**src/design/ubde_pkg.sv**
```systemverilog
/*
 * Package for the buffer descriptor engine: descriptor layout, address
 * fields, PID codes and the packed structs carried between ports.
 * Assumes a 32-bit system memory reached one word per request.
 */
package ubde_pkg;
   localparam int DESC_BYTES      = 8;
   localparam int BASE_LSB        = 9;
   localparam int EP_LSB          = 5;
   localparam int DIR_BIT         = 4;
   localparam int PP_BIT          = 3;
   localparam logic [2:0] OFS_CTRL = 3'h0;
   localparam logic [2:0] OFS_ADDR = 3'h4;
   localparam int OWN_BIT         = 7;
   localparam int TGL_BIT         = 6;
   localparam int KEEP_BIT        = 5;
   localparam int HOLD_BIT        = 4;
   localparam int CHK_BIT         = 3;
   localparam int STL_BIT         = 2;
   localparam int PID_LSB         = 2;
   localparam int CNT_LSB         = 16;
   localparam logic [9:0] CNT_MAX = 10'h3FF;
   localparam logic [3:0] PID_OUT   = 4'h1;
   localparam logic [3:0] PID_IN    = 4'h9;
   localparam logic [3:0] PID_SETUP = 4'hD;
   localparam logic [3:0] PID_DATA0 = 4'h3;
   localparam logic [3:0] PID_DATA1 = 4'hB;
   localparam logic [3:0] PID_ACK   = 4'h2;
   localparam logic [3:0] PID_STALL = 4'hE;
   localparam logic [3:0] PID_NAK   = 4'hA;
   localparam logic [3:0] PID_TMO   = 4'h0;
   localparam logic [3:0] PID_ERR   = 4'hF;

   typedef enum logic [1:0] {
      UBDE_HS_ACK, UBDE_HS_NAK, UBDE_HS_STALL
   } ubde_hs_t;

   // token from the serial engine
   typedef struct packed {
      logic [3:0] ep;
      logic       tx;
      logic [3:0] pid;
   } ubde_tok_t;

   // end of a data phase reported by the serial engine
   typedef struct packed {
      logic [10:0] len;
      logic        data1;
      logic        fail;
      logic [3:0]  host_pid;
   } ubde_end_t;

   // memory request
   typedef struct packed {
      logic        wr;
      logic [31:0] addr;
      logic [31:0] wdata;
   } ubde_mreq_t;

   // completion entry for the transfer status queue
   typedef struct packed {
      logic [3:0] ep;
      logic       tx;
      logic       odd;
   } ubde_stat_t;
endpackage : ubde_pkg

```
**src/design/ubde_engine.sv**
```systemverilog
/*
 * Buffer descriptor engine: fetches a descriptor per token, decides the
 * handshake, steers packet bytes to and from memory and writes the
 * descriptor back. Assumes the serial engine (same clock) presents one
 * token at a time and pushes or pulls bytes with valid/ready, and that
 * memory answers every request with MEM_ACK (read data valid with it).
 */
// Function
// - each descriptor is 8 bytes, four per endpoint from zero upward
// - table base gives upper 23 address bits; table 512-byte aligned
// - descriptor address is base, endpoint, direction, parity, offset
// - direction bit is 1 for transmit and 0 for receive
// - per endpoint and direction parity picks odd/even, flips on done
// - ownership bit hands descriptor to engine; cleared on completion
// - ten-bit byte count in bits 25-16, range 0 to 1023
// - completion rewrites byte count with bytes actually moved
// - receive longer than count flags overflow and drops the excess
// - control bit 6 picks DATA1/DATA0 or the expected receive PID
// - reception writes received toggle into bit 6; transmit keeps it
// - keep bit holds descriptor owned, no status push, no done flag
// - address hold bit freezes the buffer address during transfer
// - toggle mismatch with checking on is NAKed, buffer untouched
// - buffer stall answers STALL, sets stall flags, descriptor intact
// - SETUP token to a stalled buffer clears its stall bit
// - function mode writes token PID: OUT 1, IN 9, SETUP D
// - host mode writes the returned PID or status code
// - second word is the buffer start address used for data
// - descriptor valid only when its endpoint is enabled
// - host mode runs only endpoint zero transactions; other endpoints get NAK
// - unowned descriptor gets NAK and is left untouched
// - completion pushes endpoint and direction, raises done flag
`timescale 1ns/1ps
module ubde_engine (
   input  wire logic               CLK,
   input  wire logic               SYS_RST,
   input  wire logic [22:0]        TABLE_BASE,
   input  wire logic [15:0]        ENDPOINT_ENABLE,
   input  wire logic               HOST_MODE,
   input  wire logic               TOK_VALID,
   input  wire ubde_pkg::ubde_tok_t TOK,
   output logic                    TOK_READY,
   output logic                    HS_VALID,
   output ubde_pkg::ubde_hs_t      HS,
   output logic                    TX_DATA1,
   input  wire logic               RX_VALID,
   input  wire logic [7:0]         RX_BYTE,
   output logic                    RX_READY,
   output logic                    TX_VALID,
   output logic [7:0]              TX_BYTE,
   input  wire logic               TX_READY,
   input  wire logic               END_VALID,
   input  wire ubde_pkg::ubde_end_t END_INFO,
   output logic                    MEM_REQ,
   output ubde_pkg::ubde_mreq_t    MEM,
   input  wire logic               MEM_ACK,
   input  wire logic [31:0]        MEM_RDATA,
   output logic                    TRANSFER_DONE_FLAG,
   output ubde_pkg::ubde_stat_t    TRANSFER_STATUS_QUEUE,
   output logic                    STALL_EVENT_FLAG,
   output logic [15:0]             ENDPOINT_STALLED_FLAG,
   output logic                    OVERFLOW_FLAG
);
   typedef enum logic [3:0] {
      S_IDLE, S_RDC, S_RDA, S_DEC, S_XFER, S_RDB, S_WRB, S_WAIT, S_WBK,
      S_DONE
   } ubde_st_t;

   ubde_st_t            st_q;
   ubde_pkg::ubde_tok_t tok_q;
   logic [31:0]         ctl_q;
   logic [31:0]         badr_q;
   logic [9:0]          cnt_q;
   logic [10:0]         len_q;
   logic [31:0]         word_q;
   logic [1:0]          lane_q;
   logic                wpend_q;
   logic                end_seen_q;
   logic [31:0]         pp_q;
   logic                ovf_q;
   logic [3:0]          rpid_q;
   logic                rtgl_q;
   logic [31:0]         desc_adr;
   logic                pp_sel;
   logic                owned, stall_b, tgl_bad, tx_dir;
   logic [31:0]         wb_word;

   // two-entry skid buffer between serial engine receive and packing
   logic [7:0] rb_d0_q, rb_d1_q;
   logic [1:0] rb_n_q;
   logic       rb_pop, rb_push;

   assign tx_dir  = tok_q.tx;
   assign pp_sel  = pp_q[{tok_q.ep, tok_q.tx}];
   assign desc_adr = {TABLE_BASE, tok_q.ep, tok_q.tx, pp_sel,
                      3'h0};
   assign owned   = ctl_q[ubde_pkg::OWN_BIT]
                    && ENDPOINT_ENABLE[tok_q.ep]
                    && !(HOST_MODE && tok_q.ep != 4'h0);
   assign stall_b = ctl_q[ubde_pkg::STL_BIT];
   assign tgl_bad = !tx_dir && ctl_q[ubde_pkg::CHK_BIT]
                    && END_INFO.data1 != ctl_q[ubde_pkg::TGL_BIT];

   always_comb begin
      wb_word = ctl_q;
      wb_word[25:16] = len_q[9:0];
      wb_word[ubde_pkg::OWN_BIT] = ctl_q[ubde_pkg::KEEP_BIT];
      if (!tx_dir) begin
         wb_word[ubde_pkg::TGL_BIT] = rtgl_q;
      end
      wb_word[5:2] = HOST_MODE ? rpid_q : tok_q.pid;
   end

   assign rb_push = RX_VALID && RX_READY;
   assign rb_pop  = st_q == S_XFER && !tx_dir && rb_n_q != 2'h0 && !wpend_q;

   always_ff @(posedge CLK or posedge SYS_RST) begin
      if (SYS_RST) begin
         rb_n_q  <= 2'h0;
         rb_d0_q <= 8'h00;
         rb_d1_q <= 8'h00;
      end else begin
         if (rb_pop) begin
            rb_d0_q <= rb_d1_q;
         end
         if (rb_push) begin
            if (rb_n_q == 2'h0 || (rb_n_q == 2'h1 && rb_pop)) begin
               rb_d0_q <= RX_BYTE;
            end else begin
               rb_d1_q <= RX_BYTE;
            end
         end
         rb_n_q <= rb_n_q + {1'b0, rb_push} - {1'b0, rb_pop};
      end
   end

   always_ff @(posedge CLK or posedge SYS_RST) begin
      if (SYS_RST) begin
         RX_READY <= 1'b0;
      end else begin
         // back-pressure reaches the serial engine one cycle early
         RX_READY <= st_q == S_XFER && !tx_dir
                     && (rb_n_q == 2'h0 || (rb_n_q == 2'h1 && !rb_push));
      end
   end

   // main sequencer
   always_ff @(posedge CLK or posedge SYS_RST) begin
      if (SYS_RST) begin
         st_q      <= S_IDLE;
         tok_q     <= '0;
         ctl_q     <= 32'h0000_0000;
         badr_q    <= 32'h0000_0000;
         cnt_q     <= 10'h000;
         len_q     <= 11'h000;
         word_q    <= 32'h0000_0000;
         lane_q    <= 2'h0;
         wpend_q   <= 1'b0;
         end_seen_q <= 1'b0;
         ovf_q     <= 1'b0;
         rpid_q    <= 4'h0;
         rtgl_q    <= 1'b0;
         TOK_READY <= 1'b0;
         HS_VALID  <= 1'b0;
         HS        <= ubde_pkg::UBDE_HS_NAK;
         TX_DATA1  <= 1'b0;
         TX_VALID  <= 1'b0;
         TX_BYTE   <= 8'h00;
         MEM_REQ   <= 1'b0;
         MEM       <= '0;
      end else begin
         HS_VALID  <= 1'b0;
         TOK_READY <= 1'b0;
         // end pulse may come while a byte store is still pending
         end_seen_q <= end_seen_q || END_VALID;
         unique case (st_q)
            S_IDLE: begin
               if (TOK_VALID && !TOK_READY) begin
                  tok_q     <= TOK;
                  TOK_READY <= 1'b1;
                  st_q      <= S_RDC;
               end
            end
            S_RDC: begin
               MEM_REQ <= !MEM_ACK;
               MEM     <= '{wr: 1'b0, addr: desc_adr | 32'(ubde_pkg::OFS_CTRL),
                            wdata: 32'h0000_0000};
               if (MEM_ACK && MEM_REQ) begin
                  ctl_q <= MEM_RDATA;
                  st_q  <= S_RDA;
               end
            end
            S_RDA: begin
               MEM_REQ <= !MEM_ACK;
               MEM.addr <= desc_adr | 32'(ubde_pkg::OFS_ADDR);
               if (MEM_ACK && MEM_REQ) begin
                  badr_q <= MEM_RDATA;
                  st_q   <= S_DEC;
               end
            end
            S_DEC: begin
               cnt_q   <= ctl_q[25:16];
               len_q   <= 11'h000;
               lane_q  <= 2'h0;
               word_q  <= 32'h0000_0000;
               ovf_q   <= 1'b0;
               end_seen_q <= 1'b0;
               TX_DATA1 <= ctl_q[ubde_pkg::TGL_BIT];
               if (!owned) begin
                  HS_VALID <= 1'b1;
                  HS       <= ubde_pkg::UBDE_HS_NAK;
                  st_q     <= S_IDLE;
               end else if (stall_b) begin
                  HS_VALID <= 1'b1;
                  HS       <= ubde_pkg::UBDE_HS_STALL;
                  st_q     <= tok_q.pid == ubde_pkg::PID_SETUP ? S_WBK
                                                              : S_IDLE;
               end else begin
                  st_q <= tx_dir ? S_RDB : S_XFER;
               end
            end
            S_RDB: begin
               MEM_REQ  <= !MEM_ACK;
               MEM.wr   <= 1'b0;
               MEM.addr <= {badr_q[31:2], 2'h0};
               if (MEM_ACK && MEM_REQ) begin
                  word_q <= MEM_RDATA;
                  st_q   <= S_XFER;
               end
            end
            S_XFER: begin
               if (tx_dir) begin
                  if (len_q[9:0] == cnt_q) begin
                     TX_VALID <= 1'b0;
                     st_q     <= S_WAIT;
                  end else if (!TX_VALID || TX_READY) begin
                     TX_VALID <= !TX_VALID;
                     TX_BYTE  <= word_q[8*badr_q[1:0] +: 8];
                     if (TX_VALID) begin
                        len_q <= len_q + 11'h001;
                        if (!ctl_q[ubde_pkg::HOLD_BIT]) begin
                           badr_q <= badr_q + 32'h0000_0001;
                           if (badr_q[1:0] == 2'h3) begin
                              st_q <= S_RDB;
                           end
                        end
                     end
                  end
               end else if (wpend_q) begin
                  st_q <= S_WRB;
               end else if (rb_pop) begin
                  if (len_q[9:0] < cnt_q && !len_q[10]
                      && !tgl_bad) begin
                     word_q[8*badr_q[1:0] +: 8] <= rb_d0_q;
                     lane_q <= badr_q[1:0];
                     wpend_q <= 1'b1;
                     len_q  <= len_q + 11'h001;
                  end else if (!tgl_bad) begin
                     ovf_q <= 1'b1;
                  end
               end else if ((END_VALID || end_seen_q) && rb_n_q == 2'h0) begin
                  st_q <= S_WAIT;
               end
            end
            S_WRB: begin
               // byte write via read-modify-free single lane store
               MEM_REQ <= !MEM_ACK;
               MEM     <= '{wr: 1'b1, addr: badr_q,
                            wdata: word_q};
               if (MEM_ACK && MEM_REQ) begin
                  wpend_q <= 1'b0;
                  if (!ctl_q[ubde_pkg::HOLD_BIT]) begin
                     badr_q <= badr_q + 32'h0000_0001;
                  end
                  st_q <= S_XFER;
               end
            end
            S_WAIT: begin
               if (END_VALID || end_seen_q) begin
                  rtgl_q <= END_INFO.data1;
                  rpid_q <= END_INFO.host_pid;
                  HS_VALID <= !HOST_MODE;
                  if (END_INFO.fail || tgl_bad) begin
                     HS   <= ubde_pkg::UBDE_HS_NAK;
                     st_q <= S_IDLE;
                  end else begin
                     HS   <= ubde_pkg::UBDE_HS_ACK;
                     st_q <= S_WBK;
                  end
               end
            end
            S_WBK: begin
               MEM_REQ <= !MEM_ACK;
               MEM.wr  <= 1'b1;
               MEM.addr <= desc_adr;
               MEM.wdata <= stall_b
                  ? (ctl_q & ~(32'h1 << ubde_pkg::STL_BIT))
                  : wb_word;
               if (MEM_ACK && MEM_REQ) begin
                  st_q <= stall_b ? S_IDLE : S_DONE;
               end
            end
            S_DONE: begin
               st_q <= S_IDLE;
            end
            default: begin
               st_q <= S_IDLE;
            end
         endcase
      end
   end

   // parity flips on every completed descriptor without the keep bit
   always_ff @(posedge CLK or posedge SYS_RST) begin
      if (SYS_RST) begin
         pp_q <= 32'h0000_0000;
      end else if (st_q == S_DONE && !ctl_q[ubde_pkg::KEEP_BIT]) begin
         pp_q[{tok_q.ep, tok_q.tx}] <= !pp_sel;
      end
   end

   always_ff @(posedge CLK or posedge SYS_RST) begin
      if (SYS_RST) begin
         TRANSFER_DONE_FLAG    <= 1'b0;
         TRANSFER_STATUS_QUEUE <= '0;
         STALL_EVENT_FLAG      <= 1'b0;
         ENDPOINT_STALLED_FLAG <= 16'h0000;
         OVERFLOW_FLAG         <= 1'b0;
      end else begin
         TRANSFER_DONE_FLAG <= st_q == S_DONE
                               && !ctl_q[ubde_pkg::KEEP_BIT];
         if (st_q == S_DONE && !ctl_q[ubde_pkg::KEEP_BIT]) begin
            TRANSFER_STATUS_QUEUE <= '{ep: tok_q.ep, tx: tok_q.tx,
                                       odd: pp_sel};
         end
         STALL_EVENT_FLAG <= st_q == S_DEC && owned && stall_b;
         if (st_q == S_DEC && owned && stall_b) begin
            ENDPOINT_STALLED_FLAG[tok_q.ep] <= 1'b1;
         end
         if (st_q == S_DEC) begin
            OVERFLOW_FLAG <= 1'b0;
         end else if (ovf_q) begin
            OVERFLOW_FLAG <= 1'b1;
         end
      end
   end

   property p_wbk_own;
      @(posedge CLK) disable iff (SYS_RST)
      MEM_REQ && MEM.wr && st_q == S_WBK && !stall_b
      && !ctl_q[ubde_pkg::KEEP_BIT] |-> !MEM.wdata[ubde_pkg::OWN_BIT];
   endproperty
   a_wbk_own: assert property (p_wbk_own)
      else $error("ownership not returned on write-back");
   a_nak_unowned: assert property (@(posedge CLK) disable iff (SYS_RST)
      st_q == S_DEC && !owned |=> HS_VALID && HS == ubde_pkg::UBDE_HS_NAK)
      else $error("unowned descriptor not NAKed");
   a_done_keep: assert property (@(posedge CLK) disable iff (SYS_RST)
      TRANSFER_DONE_FLAG |-> !ctl_q[ubde_pkg::KEEP_BIT])
      else $error("done flag raised in keep mode");
   a_addr_fmt: assert property (@(posedge CLK) disable iff (SYS_RST)
      MEM_REQ && st_q == S_RDC |-> MEM.addr[31:9] == TABLE_BASE)
      else $error("descriptor address base wrong");
   a_stall_flag: assert property (@(posedge CLK) disable iff (SYS_RST)
      $rose(STALL_EVENT_FLAG) |-> HS == ubde_pkg::UBDE_HS_STALL)
      else $error("stall event without stall handshake");
   a_no_overrun: assert property (@(posedge CLK) disable iff (SYS_RST)
      len_q[9:0] <= cnt_q || st_q == S_DEC || st_q == S_IDLE)
      else $error("stored more bytes than the count");
   c_done: cover property (@(posedge CLK) TRANSFER_DONE_FLAG);
   c_stall: cover property (@(posedge CLK) STALL_EVENT_FLAG);
   c_ovf: cover property (@(posedge CLK) OVERFLOW_FLAG);
endmodule : ubde_engine

```
**config.mk**
```make
export PLATFORM = sky130hd
export DESIGN_NAME = ubde_engine
export DESIGN_NICKNAME = d
export VERILOG_FILES = /design/src/design/ubde_pkg.sv /design/src/design/ubde_engine.sv
export SDC_FILE = /design/constraint.sdc
export NUM_CORES = 1
export LEC_CHECK = 0
export BUFFER_PORTS_ARGS = -buffer_cell sky130_fd_sc_hd__buf_2
export CAP_MARGIN = 25
export CORE_UTILIZATION = 58
export DETAILED_ROUTE_END_ITERATION = 16
export PLACE_DENSITY = 0.86
export SLEW_MARGIN = 20
export SYNTH_ARGS = -nofsm -noshare
export SYNTH_HDL_FRONTEND = slang
export SYNTH_SLANG_ARGS = --single-unit
```
**constraint.sdc**
```tcl
create_clock -name CLK -period 12.7 [get_ports CLK]
set_clock_uncertainty 0.05 [all_clocks]
set_input_delay 1.27 -clock CLK [delete_from_list [all_inputs] [get_ports CLK]]
set_output_delay 1.27 -clock CLK [all_outputs]
set_load 0.005 [all_outputs]
```
# Word-level counts from Yosys, hierarchy flattened
# Cells that the tools add are included.
[op_classes] addsub=5 order_cmp=5 eq_ne=45 shifts=3 muxes=90 bitwise=3 reduce_logical=71
[op_table] operator="two-way mux 32 bit" count=11
[op_table] operator="case mux 32 bit (3 select lines)" count=3
[op_table] operator="case mux 32 bit (4 select lines)" count=1
[op_table] operator="two-way mux 4 bit" count=21
[op_table] operator="two-way mux 11 bit" count=7
[op_table] operator="bitwise mux 32 bit" count=2
[op_table] operator="negator 5 -> 34 bit" count=1
[op_table] operator="variable shift 8 x 34 -> 32 bit (first input constant)" count=1
[op_table] operator="indexed part select 8 x 34 -> 32 bit" count=1
[op_table] operator="adder 32 x 1 -> 32 bit (second input constant)" count=1
[op_table] operator="case mux 4 bit (8 select lines)" count=1
[op_table] operator="indexed part select 32 x 6 -> 8 bit" count=1
[op_table] operator="inequality test 2 bit (second input constant)" count=15
[op_table] operator="two-way mux 1 bit" count=27
[op_table] operator="two-way mux 26 bit" count=1
[op_table] operator="two-way mux 8 bit" count=3
[op_table] operator="logical AND 1 bit" count=22
[op_table] operator="case mux 11 bit (2 select lines)" count=1
[op_table] operator="equality test 4 x 3 -> 1 bit (second input constant)" count=4
[op_table] operator="OR 16 bit" count=1
[op_table] operator="inequality test 3 bit (second input constant)" count=5
[op_table] operator="AND reduction 7 bit" count=2
[op_table] operator="nonzero test 2 bit" count=7
[op_table] operator="equality test 4 bit (second input constant)" count=3
[op_table] operator="40 further kinds" count=80
[totals] reg_bits=294 input_bits=113 output_inout_bits=106 word_cells=258

# Depth between registers and ports, before layout
# Gate-level depths: netlist (run 1).
[depth] depth_word=10 depth_mapped=10 ltp_nobuf=8

# Worst setup path before layout (run 1)
# Ideal clock, no wire load.
[synth_path] path_kind="input-to-reg" startpoint="input port ENDPOINT_ENABLE[0]" endpoint="register HS[0]" setup_time_ps=79 arrival_ps=2632 required_ps=12571 path_slack_ps=9940 path_stages=6 path_buffers=0 path_cell_list="or4b_2 -> o21ai_0 -> o211ai_1 -> a21o_1 -> a211o_1 -> o211a_1"
[synth_between] elab_chain_cells=6 elab_cells_between_ends=8 classes_between="1 x eq/ne; 4 x mux; 3 x reduce/logical"
[synth_rtl] element="start: declaration" line_no="ubde_engine.sv:37" rtl="input wire logic [15:0] ENDPOINT_ENABLE,"
[synth_rtl] element="binary-select mux 1 bit (select 4 bit) *" line_no="ubde_engine.sv:97" rtl="&& ENDPOINT_ENABLE[tok_q.ep]"
[synth_rtl] element="two-way mux 1 bit (not written as such) *" line_no="ubde_engine.sv:97"
[synth_rtl] element="logical AND 1 bit *" line_no="ubde_engine.sv:97"
[synth_rtl] element="logical AND 1 bit *" line_no="ubde_engine.sv:98" rtl="&& !(HOST_MODE && tok_q.ep != 4'h0);"
[synth_rtl] element="inequality test 3 bit (no source line) or two-way mux 2 bit (tied branches)"
[synth_rtl] element="AND reduction 3 bit (no source line) or case mux 2 bit (2 select lines) (tied branches)"
[synth_rtl] element="end signal: assignment" line_no="ubde_engine.sv:164" rtl="HS <= ubde_pkg::UBDE_HS_NAK;"
[synth_rtl] element="end signal: assignment" line_no="ubde_engine.sv:210" rtl="HS <= ubde_pkg::UBDE_HS_NAK;"
[synth_rtl] element="end signal: assignment" line_no="ubde_engine.sv:214" rtl="HS <= ubde_pkg::UBDE_HS_STALL;"
[synth_rtl] element="end: declaration" line_no="ubde_engine.sv:43" rtl="output ubde_pkg::ubde_hs_t HS,"
# Every way passes the cells marked *; elsewhere a longest branch is shown, timed or not. The select of a mux whose other input is x is not followed.
# A chain may end at the register's enable or synchronous reset.

# Final worst setup path (run 1)
[layout_path] startpoint="register tok_q, in the netlist tx_dir" endpoint="register MEM[35] (netlist bit)"
[layout_between] elab_chain_cells=3
[layout_rtl] element="start: declaration" line_no="ubde_engine.sv:69" rtl="ubde_pkg::ubde_tok_t tok_q;"
[layout_rtl] element="start signal: assignment" line_no="ubde_engine.sv:150" rtl="tok_q <= '0;"
[layout_rtl] element="start signal: assignment" line_no="ubde_engine.sv:178" rtl="tok_q <= TOK;"
[layout_rtl] element="binary-select mux 1 bit (select 5 bit)" line_no="ubde_engine.sv:93" rtl="assign pp_sel = pp_q[{tok_q.ep, tok_q.tx}];"
[layout_rtl] element="two-way mux 1 bit (not written as such)" line_no="ubde_engine.sv:93"
[layout_rtl] element="case mux 32 bit (4 select lines)" line_no="ubde_engine.sv:175" rtl="unique case (st_q)"
[layout_rtl] element="end signal: assignment" line_no="ubde_engine.sv:185" rtl="MEM <= '{wr: 1'b0, addr: desc_adr | 32'(ubde_pkg::OFS_CTRL),"
[layout_rtl] element="end signal: assignment" line_no="ubde_engine.sv:267" rtl="MEM <= '{wr: 1'b1, addr: badr_q,"
[layout_rtl] element="end: declaration" line_no="ubde_engine.sv:54" rtl="output ubde_pkg::ubde_mreq_t MEM,"
# Every way passes these cells. The select of a mux whose other input is x is not followed.

==> flow_metrics.env, run 1 <==
export IMPL_outcome="completed"
export IMPL_grt_overflow=0
export IMPL_clk_latency_ns=0.57
export IMPL_synth_area_mm2=0.0149
export IMPL_start_util=0.591
export IMPL_yosysTopAreaCellShare=0.493
export IMPL_hpwlAfterDp_um=28800
export IMPL_syn_inst=1440
export IMPL_vias=12700
export IMPL_gp_congestion=0.912
export IMPL_crit_required_ns=13.11
export IMPL_final_max_slew_viol_count=0
export IMPL_fin_crit_sh=0.273
export IMPL_yosys_top_cells_area="dfrtp_1 (49%), mux2_2 (8.8%), nand2_1 (4.9%), o21ai_0 (4.0%), mux2i_1 (3.6%)"
export IMPL_avgSynthCellArea_um2=10.3
export IMPL_r2r_start="tx_dir"
export IMPL_tightest_slew_ns=0.903
export IMPL_grt_pass1_wl_um=65400
export IMPL_final_common_cell="dfrtp_1"
export IMPL_maxCapViolCount=0
export IMPL_antenna_left=0
export IMPL_critical_path_peak_fanout=34
export IMPL_arrival_ns=3.88
export IMPL_ir_worst_vdd_mv=0.205
export IMPL_cts_tree="built"
export IMPL_cts_repair_resized=0
export IMPL_ys_seq_area_frac=0.494
export IMPL_finalHoldViolations=0
export IMPL_async_flop_share=1.00
export IMPL_power_mw=4.25
export IMPL_fin_ws_ns=9.23
export IMPL_p_per_area_mw_per_mm2=247
export IMPL_dieArea_mm2=0.0263
export IMPL_portBuffers=207
export IMPL_cts_buffers=30
export IMPL_finalSetupTns_ns=0
export IMPL_p_leak_nw=8.28
export IMPL_end_kind="flip-flop"
export IMPL_htree_levels=1
export IMPL_hp_start="ENDPOINT_STALLED_FLAG[10]"
export IMPL_hold_class="flip-flop to flip-flop"
export IMPL_core_area_mm2=0.0252
export IMPL_grt_pass1_vias=12200
export IMPL_clockBufferDepth=3
export IMPL_cts_root_buffer="clkbuf_16"
export IMPL_syn_nets=1572
export IMPL_slew_headroom=0.393
export IMPL_clk_pin_slew_ns=0.06
export IMPL_path_cells="buf_4 -> mux4_1 -> mux4_2 -> mux2i_4 -> a21oi_1 -> a21o_1"
export IMPL_pre_cts_slack_ns=9.26
export IMPL_critPathSlowestCell="dfrtp_1"
export IMPL_max_freq_mhz=288
export IMPL_yosysUniqueCellTypes=78
export IMPL_cp_num_buf_inv=1
export IMPL_ios=219
export IMPL_design_area_mm2=0.0172
export IMPL_layout_drive_gt1_share=0.275
export IMPL_vias_per_cell=6.43
export IMPL_die_h_um=162
export IMPL_area_growth_pct=15.6
export IMPL_antenna_found_initial=3
export IMPL_fin_crit_ns=3.47
export IMPL_final_fill_count=1801
export IMPL_die_x_um=162
export IMPL_startpoint_type="flip-flop"
export IMPL_clkSinkCount=294
export IMPL_final_cell_mix="dfrtp_1 (293), buf_2 (207), nand2_1 (196), o21ai_0 (118), mux2_2 (116)"
export IMPL_final_setup_viol_count=0
export IMPL_ys_warn_count=0
export IMPL_drtIter0Drc=1787
export IMPL_critPathTopFamily="multiplexers"
export IMPL_routed_wl_um=41800
export IMPL_drc=0
export IMPL_rsz0062_at_grt="false"
export IMPL_cts_setup_buffers=0
export IMPL_hold_buffers=0
export IMPL_path_class="flip-flop to flip-flop"
export IMPL_hold_slack_ns=0.413
export IMPL_grt_max_degree=101
export IMPL_drt_pass1_iterations=8
export IMPL_synth_enable_flop_cells=0
export IMPL_groute_usage_overall=0.316
export IMPL_synth_flop_cell="dfrtp_1"
export IMPL_yosys_register_bits=294
export IMPL_slowest_delay_ns=0.71
export IMPL_rows=58
export IMPL_startpoint="tx_dir"
export IMPL_placed_area_mm2=0.0162
export IMPL_synth_top_area_cell="dfrtp_1"
export IMPL_nNetsFinal=1743
export IMPL_wire_per_inst_um=21.3
-- Yosys cell counts, types with 9 or more instances --
library cell and instances:
dfrtp_1 293, nand2_1 196, o21ai_0 118, mux2_2 116, a21oi_1 95, nor2_1 94, clkbuf_1 58, mux2i_1 53
inv_1 41, nor2b_1 40, nand3_1 26, buf_2 21, ha_1 19, nor3_1 18, a222oi_1 16, mux4_2 15
a221o_1 14, a31o_2 12, nand4_1 12, a2bb2oi_1 10, a31oi_1 9
-- per-stage QoR --
step,util,std cells
4_1_cts,0.682,1963
3_5_place_dp,0.643,1908
2_1_floorplan,-,1440
3_3_place_gp,0.640,1905
6_report,0.683,1967
5_1_grt,0.683,1967
-- cell type report --
class / count / area (µm²) / share of cell area
antenna: 3 / 7.51 / 0.000437
clock buffer: 41 / 852 / 0.0495
clock inverter: 14 / 145 / 0.00844
inverter: 42 / 165 / 0.00960
multi-input combinational: 1013 / 7000 / 0.407
sequential: 294 / 7360 / 0.428
tap: 330 / 413 / 0.0240
timing repair buffer: 230 / 1250 / 0.0728
-- per-layer routing --
layer  track usage  wire length (µm)  vias up
li1              -                 -     5548
met1         0.422             16300     6196
met2         0.502             19700      770
met3        0.0682              4140      141
met4         0.133              1690        0
met5             0                 0        -
-- report_power, final --
part | total, mW | leakage (nW) | internal, mW | switching [mW]
sequential | 1.67 | 3.79 | 1.28 | 0.388
clock | 0.885 | 0.496 | 0.511 | 0.375
combinational | 1.70 | 3.99 | 0.741 | 0.961
total | 4.25 | 8.28 | 2.53 | 1.72
-- worst paths after layout --
| path | to | slack (ns) | cells after the start |
|---|---|---|---|
| max | MEM[35] | 9.23 | 6 |
| min | ENDPOINT_STALLED_FLAG[10] | 0.41 | 1 |
| max reg2reg | MEM[35] | 9.23 | 6 |
| min reg2reg | ENDPOINT_STALLED_FLAG[10] | 0.41 | 1 |
| max in group asynchronous | MEM[12] | 10.43 | 3 |
| min in group asynchronous | TX_DATA1 | 0.79 | 2 |
-- logic make-up after synthesis --
kind of cell | Yosys count | synth area share
simple gates | 453 | 0.145
compound gates | 347 | 0.148
flops | 294 | 0.494
mux | 190 | 0.156
buf+inv | 133 | 0.0378
fa+ha+maj | 19 | 0.0160
xor+xnor | 4 | 0.00235
-- worst register-to-register path, stage by stage, from the launching register on --
cell and delay (ns):
dfrtp_1 0.71, buf_4 0.41, mux4_1 0.63, mux4_2 0.53, mux2i_4 0.65, a21oi_1 0.18
a21o_1 0.20
-- flip-flops by register name (all words and copies together) (netlist names), 2 cells and up --
name / cells
HS: 2
st_q: 4
word_q: 32
TRANSFER_STATUS_QUEUE: 6
cnt_q: 10
rb_n_q: 2
pp_q: 32
ctl_q: 32
desc_adr: 4
rb_d1_q: 8
rb_d0_q: 8
rpid_q: 4
MEM: 65
TX_BYTE: 8
len_q: 11
ENDPOINT_STALLED_FLAG: 16
tok_q: 4
badr_q: 32
(Power assumes the default switching activity.)
==> run 2: changes to the inputs <==
--- a/config.mk
+++ b/config.mk
@@ -5,6 +5,7 @@
 export SDC_FILE = /design/constraint.sdc
 export NUM_CORES = 1
 export LEC_CHECK = 0
+export ABC_AREA = 1
 export BUFFER_PORTS_ARGS = -buffer_cell sky130_fd_sc_hd__buf_2
 export CAP_MARGIN = 25
 export CORE_UTILIZATION = 58
==> constraint.sdc (replaced) <==
create_clock -name CLK -period 3.4 [get_ports CLK]
set_clock_uncertainty 0.05 [all_clocks]
set_input_delay 0.34 -clock CLK [delete_from_list [all_inputs] [get_ports CLK]]
set_output_delay 0.34 -clock CLK [all_outputs]
set_load 0.005 [all_outputs]
==> run 2 against run 1 <==
Against the previous run:
- count of clock-buffer cells in the layout is 5 higher
- setup slack got worse by 8.8 ns
- first-iteration DRC count shrank 14%
- routed wire length is 10% higher
- die area rose by 2.8%
- combinational power increased to 3.1 times the previous value
- cell count is 29% higher
- register-to-register slack got worse by 8.8 ns
==> flow_metrics.env, run 2 <==
export IMPL_routed_wl_um=46000
export IMPL_critPathSlowestCell="nor2_4"
export IMPL_grt_pass1_vias=14100
export IMPL_ios=219
export IMPL_tightest_slew_ns=0.948
export IMPL_yosys_top_cells_area="dfrtp_1 (48%), nand2_1 (15%), o21ai_0 (5.2%), inv_1 (4.8%), nor2_1 (2.9%)"
export IMPL_async_flop_share=1.00
export IMPL_vias_per_cell=5.88
export IMPL_hold_buffers=50
export IMPL_final_fill_count=1976
export IMPL_antenna_left=0
export IMPL_synth_most_common_cell="nand2_1"
export IMPL_clk_pin_slew_ns=0.06
export IMPL_gp_congestion=0.945
export IMPL_cts_tree="built"
export IMPL_groute_usage_overall=0.337
export IMPL_regMostFlops="MEM"
export IMPL_multi_input_area_mm2=0.00671
export IMPL_p_per_area_mw_per_mm2=783
export IMPL_cts_setup_buffers=0
export IMPL_portBuffers=207
export IMPL_start_util=0.589
export IMPL_fin_crit_ns=2.94
export IMPL_internal_power_mw=8.29
export IMPL_share_seq_of_total_power=0.383
export IMPL_final_common_cell="nand2_1"
export IMPL_pre_cts_slack_ns=0.525
export IMPL_end_kind="flip-flop"
export IMPL_ys_warn_count=0
export IMPL_ys_seq_area_frac=0.481
export IMPL_synth_common_cells="nand2_1 (596), dfrtp_1 (293), inv_1 (196), o21ai_0 (158), nor2_1 (119)"
export IMPL_synth_enable_flop_cells=0
export IMPL_largest_reg_flops=65
export IMPL_arrival_ns=3.30
export IMPL_grt_pass1_wl_um=71500
export IMPL_power_switching_mw=5.95
export IMPL_critical_path_peak_fanout=57
export IMPL_clk_latency_ns=0.58
export IMPL_ir_worst_vdd_mv=0.829
export IMPL_core_area_mm2=0.0260
export IMPL_grt_overflow=0
export IMPL_rows=59
export IMPL_startpoint_type="flip-flop"
export IMPL_fin_crit_sh=0.865
export IMPL_fin_ws_ns=0.460
export IMPL_hold_class="input pin to flip-flop"
export IMPL_yosysTopAreaCellShare=0.479
export IMPL_slew_headroom=0.367
export IMPL_critPathTopFamily="simple AND/OR/NAND/NOR gates"
export IMPL_cts_buffers=31
export IMPL_die_x_um=164
export IMPL_p_comb_frac=0.371
export IMPL_final_setup_viol_count=0
export IMPL_synth_flop_cell="dfrtp_1"
export IMPL_cts_repair_resized=0
export IMPL_hpwlAfterDp_um=31800
export IMPL_clockBufferDepth=3
export IMPL_synth_area_mm2=0.0153
export IMPL_layout_drive_gt1_share=0.158
export IMPL_path_cells="nor2_2 -> nand3_2 -> nand2_1 -> nor2_4 -> nand2_1 -> nor2_4 -> inv_2 -> nor2_1 -> a31oi_1"
export IMPL_yosysUniqueCellTypes=51
export IMPL_yosys_register_bits=294
export IMPL_swShare=0.418
export IMPL_syn_nets=2088
export IMPL_avgSynthCellArea_um2=7.83
export IMPL_max_freq_mhz=340
export IMPL_area_growth_pct=18.7
export IMPL_final_cell_mix="nand2_1 (596), dfrtp_1 (293), buf_2 (207), inv_1 (195), o21ai_0 (158)"
export IMPL_htree_levels=1
export IMPL_grt_max_degree=58
export IMPL_synth_top_area_cell="dfrtp_1"
export IMPL_outcome="completed"
export IMPL_clkSinkCount=294
export IMPL_seqCellArea_mm2=0.00736
export IMPL_cp_num_buf_inv=1
export IMPL_final_core_util=0.699
export IMPL_final_max_slew_viol_count=0
export IMPL_dieArea_mm2=0.0270
export IMPL_antenna_found_initial=1
export IMPL_drtIter0Drc=1537
export IMPL_cts_root_buffer="clkbuf_16"
export IMPL_wire_per_inst_um=18.1
export IMPL_path_class="flip-flop to flip-flop"
export IMPL_slowest_delay_ns=0.66
export IMPL_syn_inst=1956
export IMPL_nNetsFinal=2314
export IMPL_p_leak_nw=8.71
export IMPL_crit_required_ns=3.76
export IMPL_vias=15000
export IMPL_drt_pass1_iterations=9
export IMPL_finalHoldViolations=0
export IMPL_drc=0
export IMPL_p_clk_frac=0.246
export IMPL_maxCapViolCount=0
export IMPL_die_h_um=164
export IMPL_rsz0062_at_grt="false"
[run 2: area by class of cell]
type,count,area share
antenna,3,0.000413
clock buffer,46,0.0508
clock inverter,10,0.00730
inverter,209,0.0435
multi-input combinational,1361,0.369
sequential,294,0.405
tap,335,0.0231
timing repair buffer,285,0.101
[run 2: final timing paths]
path | start | slack [ns] | end | cells after the start
worst max register to register | st_q[3] | 0.46 | MEM[57] | 9
min in group asynchronous | SYS_RST | 0.47 | MEM[36] | 3
worst min-delay path | RX_BYTE[7] | 0.006 | rb_d0_q[7] | 3
worst min register to register | ENDPOINT_STALLED_FLAG[10] | 0.42 | ENDPOINT_STALLED_FLAG[10] | 2
worst max-delay path | st_q[3] | 0.46 | MEM[57] | 9
max in group asynchronous | SYS_RST | 2.04 | HS[0] | 4
[run 2: cells by family (layout without fill, tap and decap cells)]
logic type / after synthesis / in the layout / synth area share
other: 0 / 3 / 0
muxes: 5 / 5 / 0.00368
AOI/OAI and AO/OA: 438 / 438 / 0.167
and+or+nand+nor: 882 / 882 / 0.241
xor gates and xnor gates: 17 / 17 / 0.00973
buffers and inverters: 301 / 550 / 0.0820
DFF: 294 / 294 / 0.481
adders and majority gates: 19 / 19 / 0.0155
[run 2: routing by layer]
metal,track usage,routed length (µm)
met3,0.0693,4650
met2,0.537,21300
met4,0.160,2130
met1,0.441,17900
met5,0,0
[run 2: power groups by stage]
stage          Sequential, mW  Clock, mW  Combinational, mW
4_1_cts                  5.41       3.52               5.14
2_1_floorplan            5.15          0               3.80
5_1_grt                  5.54       3.66               5.87
6_report                 5.45       3.50               5.27
3_5_place_dp             5.45          0               5.04
3_3_place_gp             5.40          0               4.86
[run 2: worst min-delay path: cells and delay by family]
family / cells / cell delay (ns)
buffers and inverters: 2 / 0.15
AO/OA/AOI/OAI: 1 / 0.09
[run 2: stage by stage]
stage | hold WS, ns | std cells | cell area, µm² | power, mW | TNS, ns
2_1_floorplan | 0.395 | 1956 | 15300 | 8.94 | -261.45
3_3_place_gp | 0.396 | 2433 | 16600 | 10.3 | 0
3_5_place_dp | 0.396 | 2433 | 16600 | 10.5 | 0
4_1_cts | 0.00192 | 2539 | 18200 | 14.1 | 0
5_1_grt | 0.0223 | 2541 | 18200 | 15.1 | 0
6_report | 0.00597 | 2543 | 18200 | 14.2 | 0
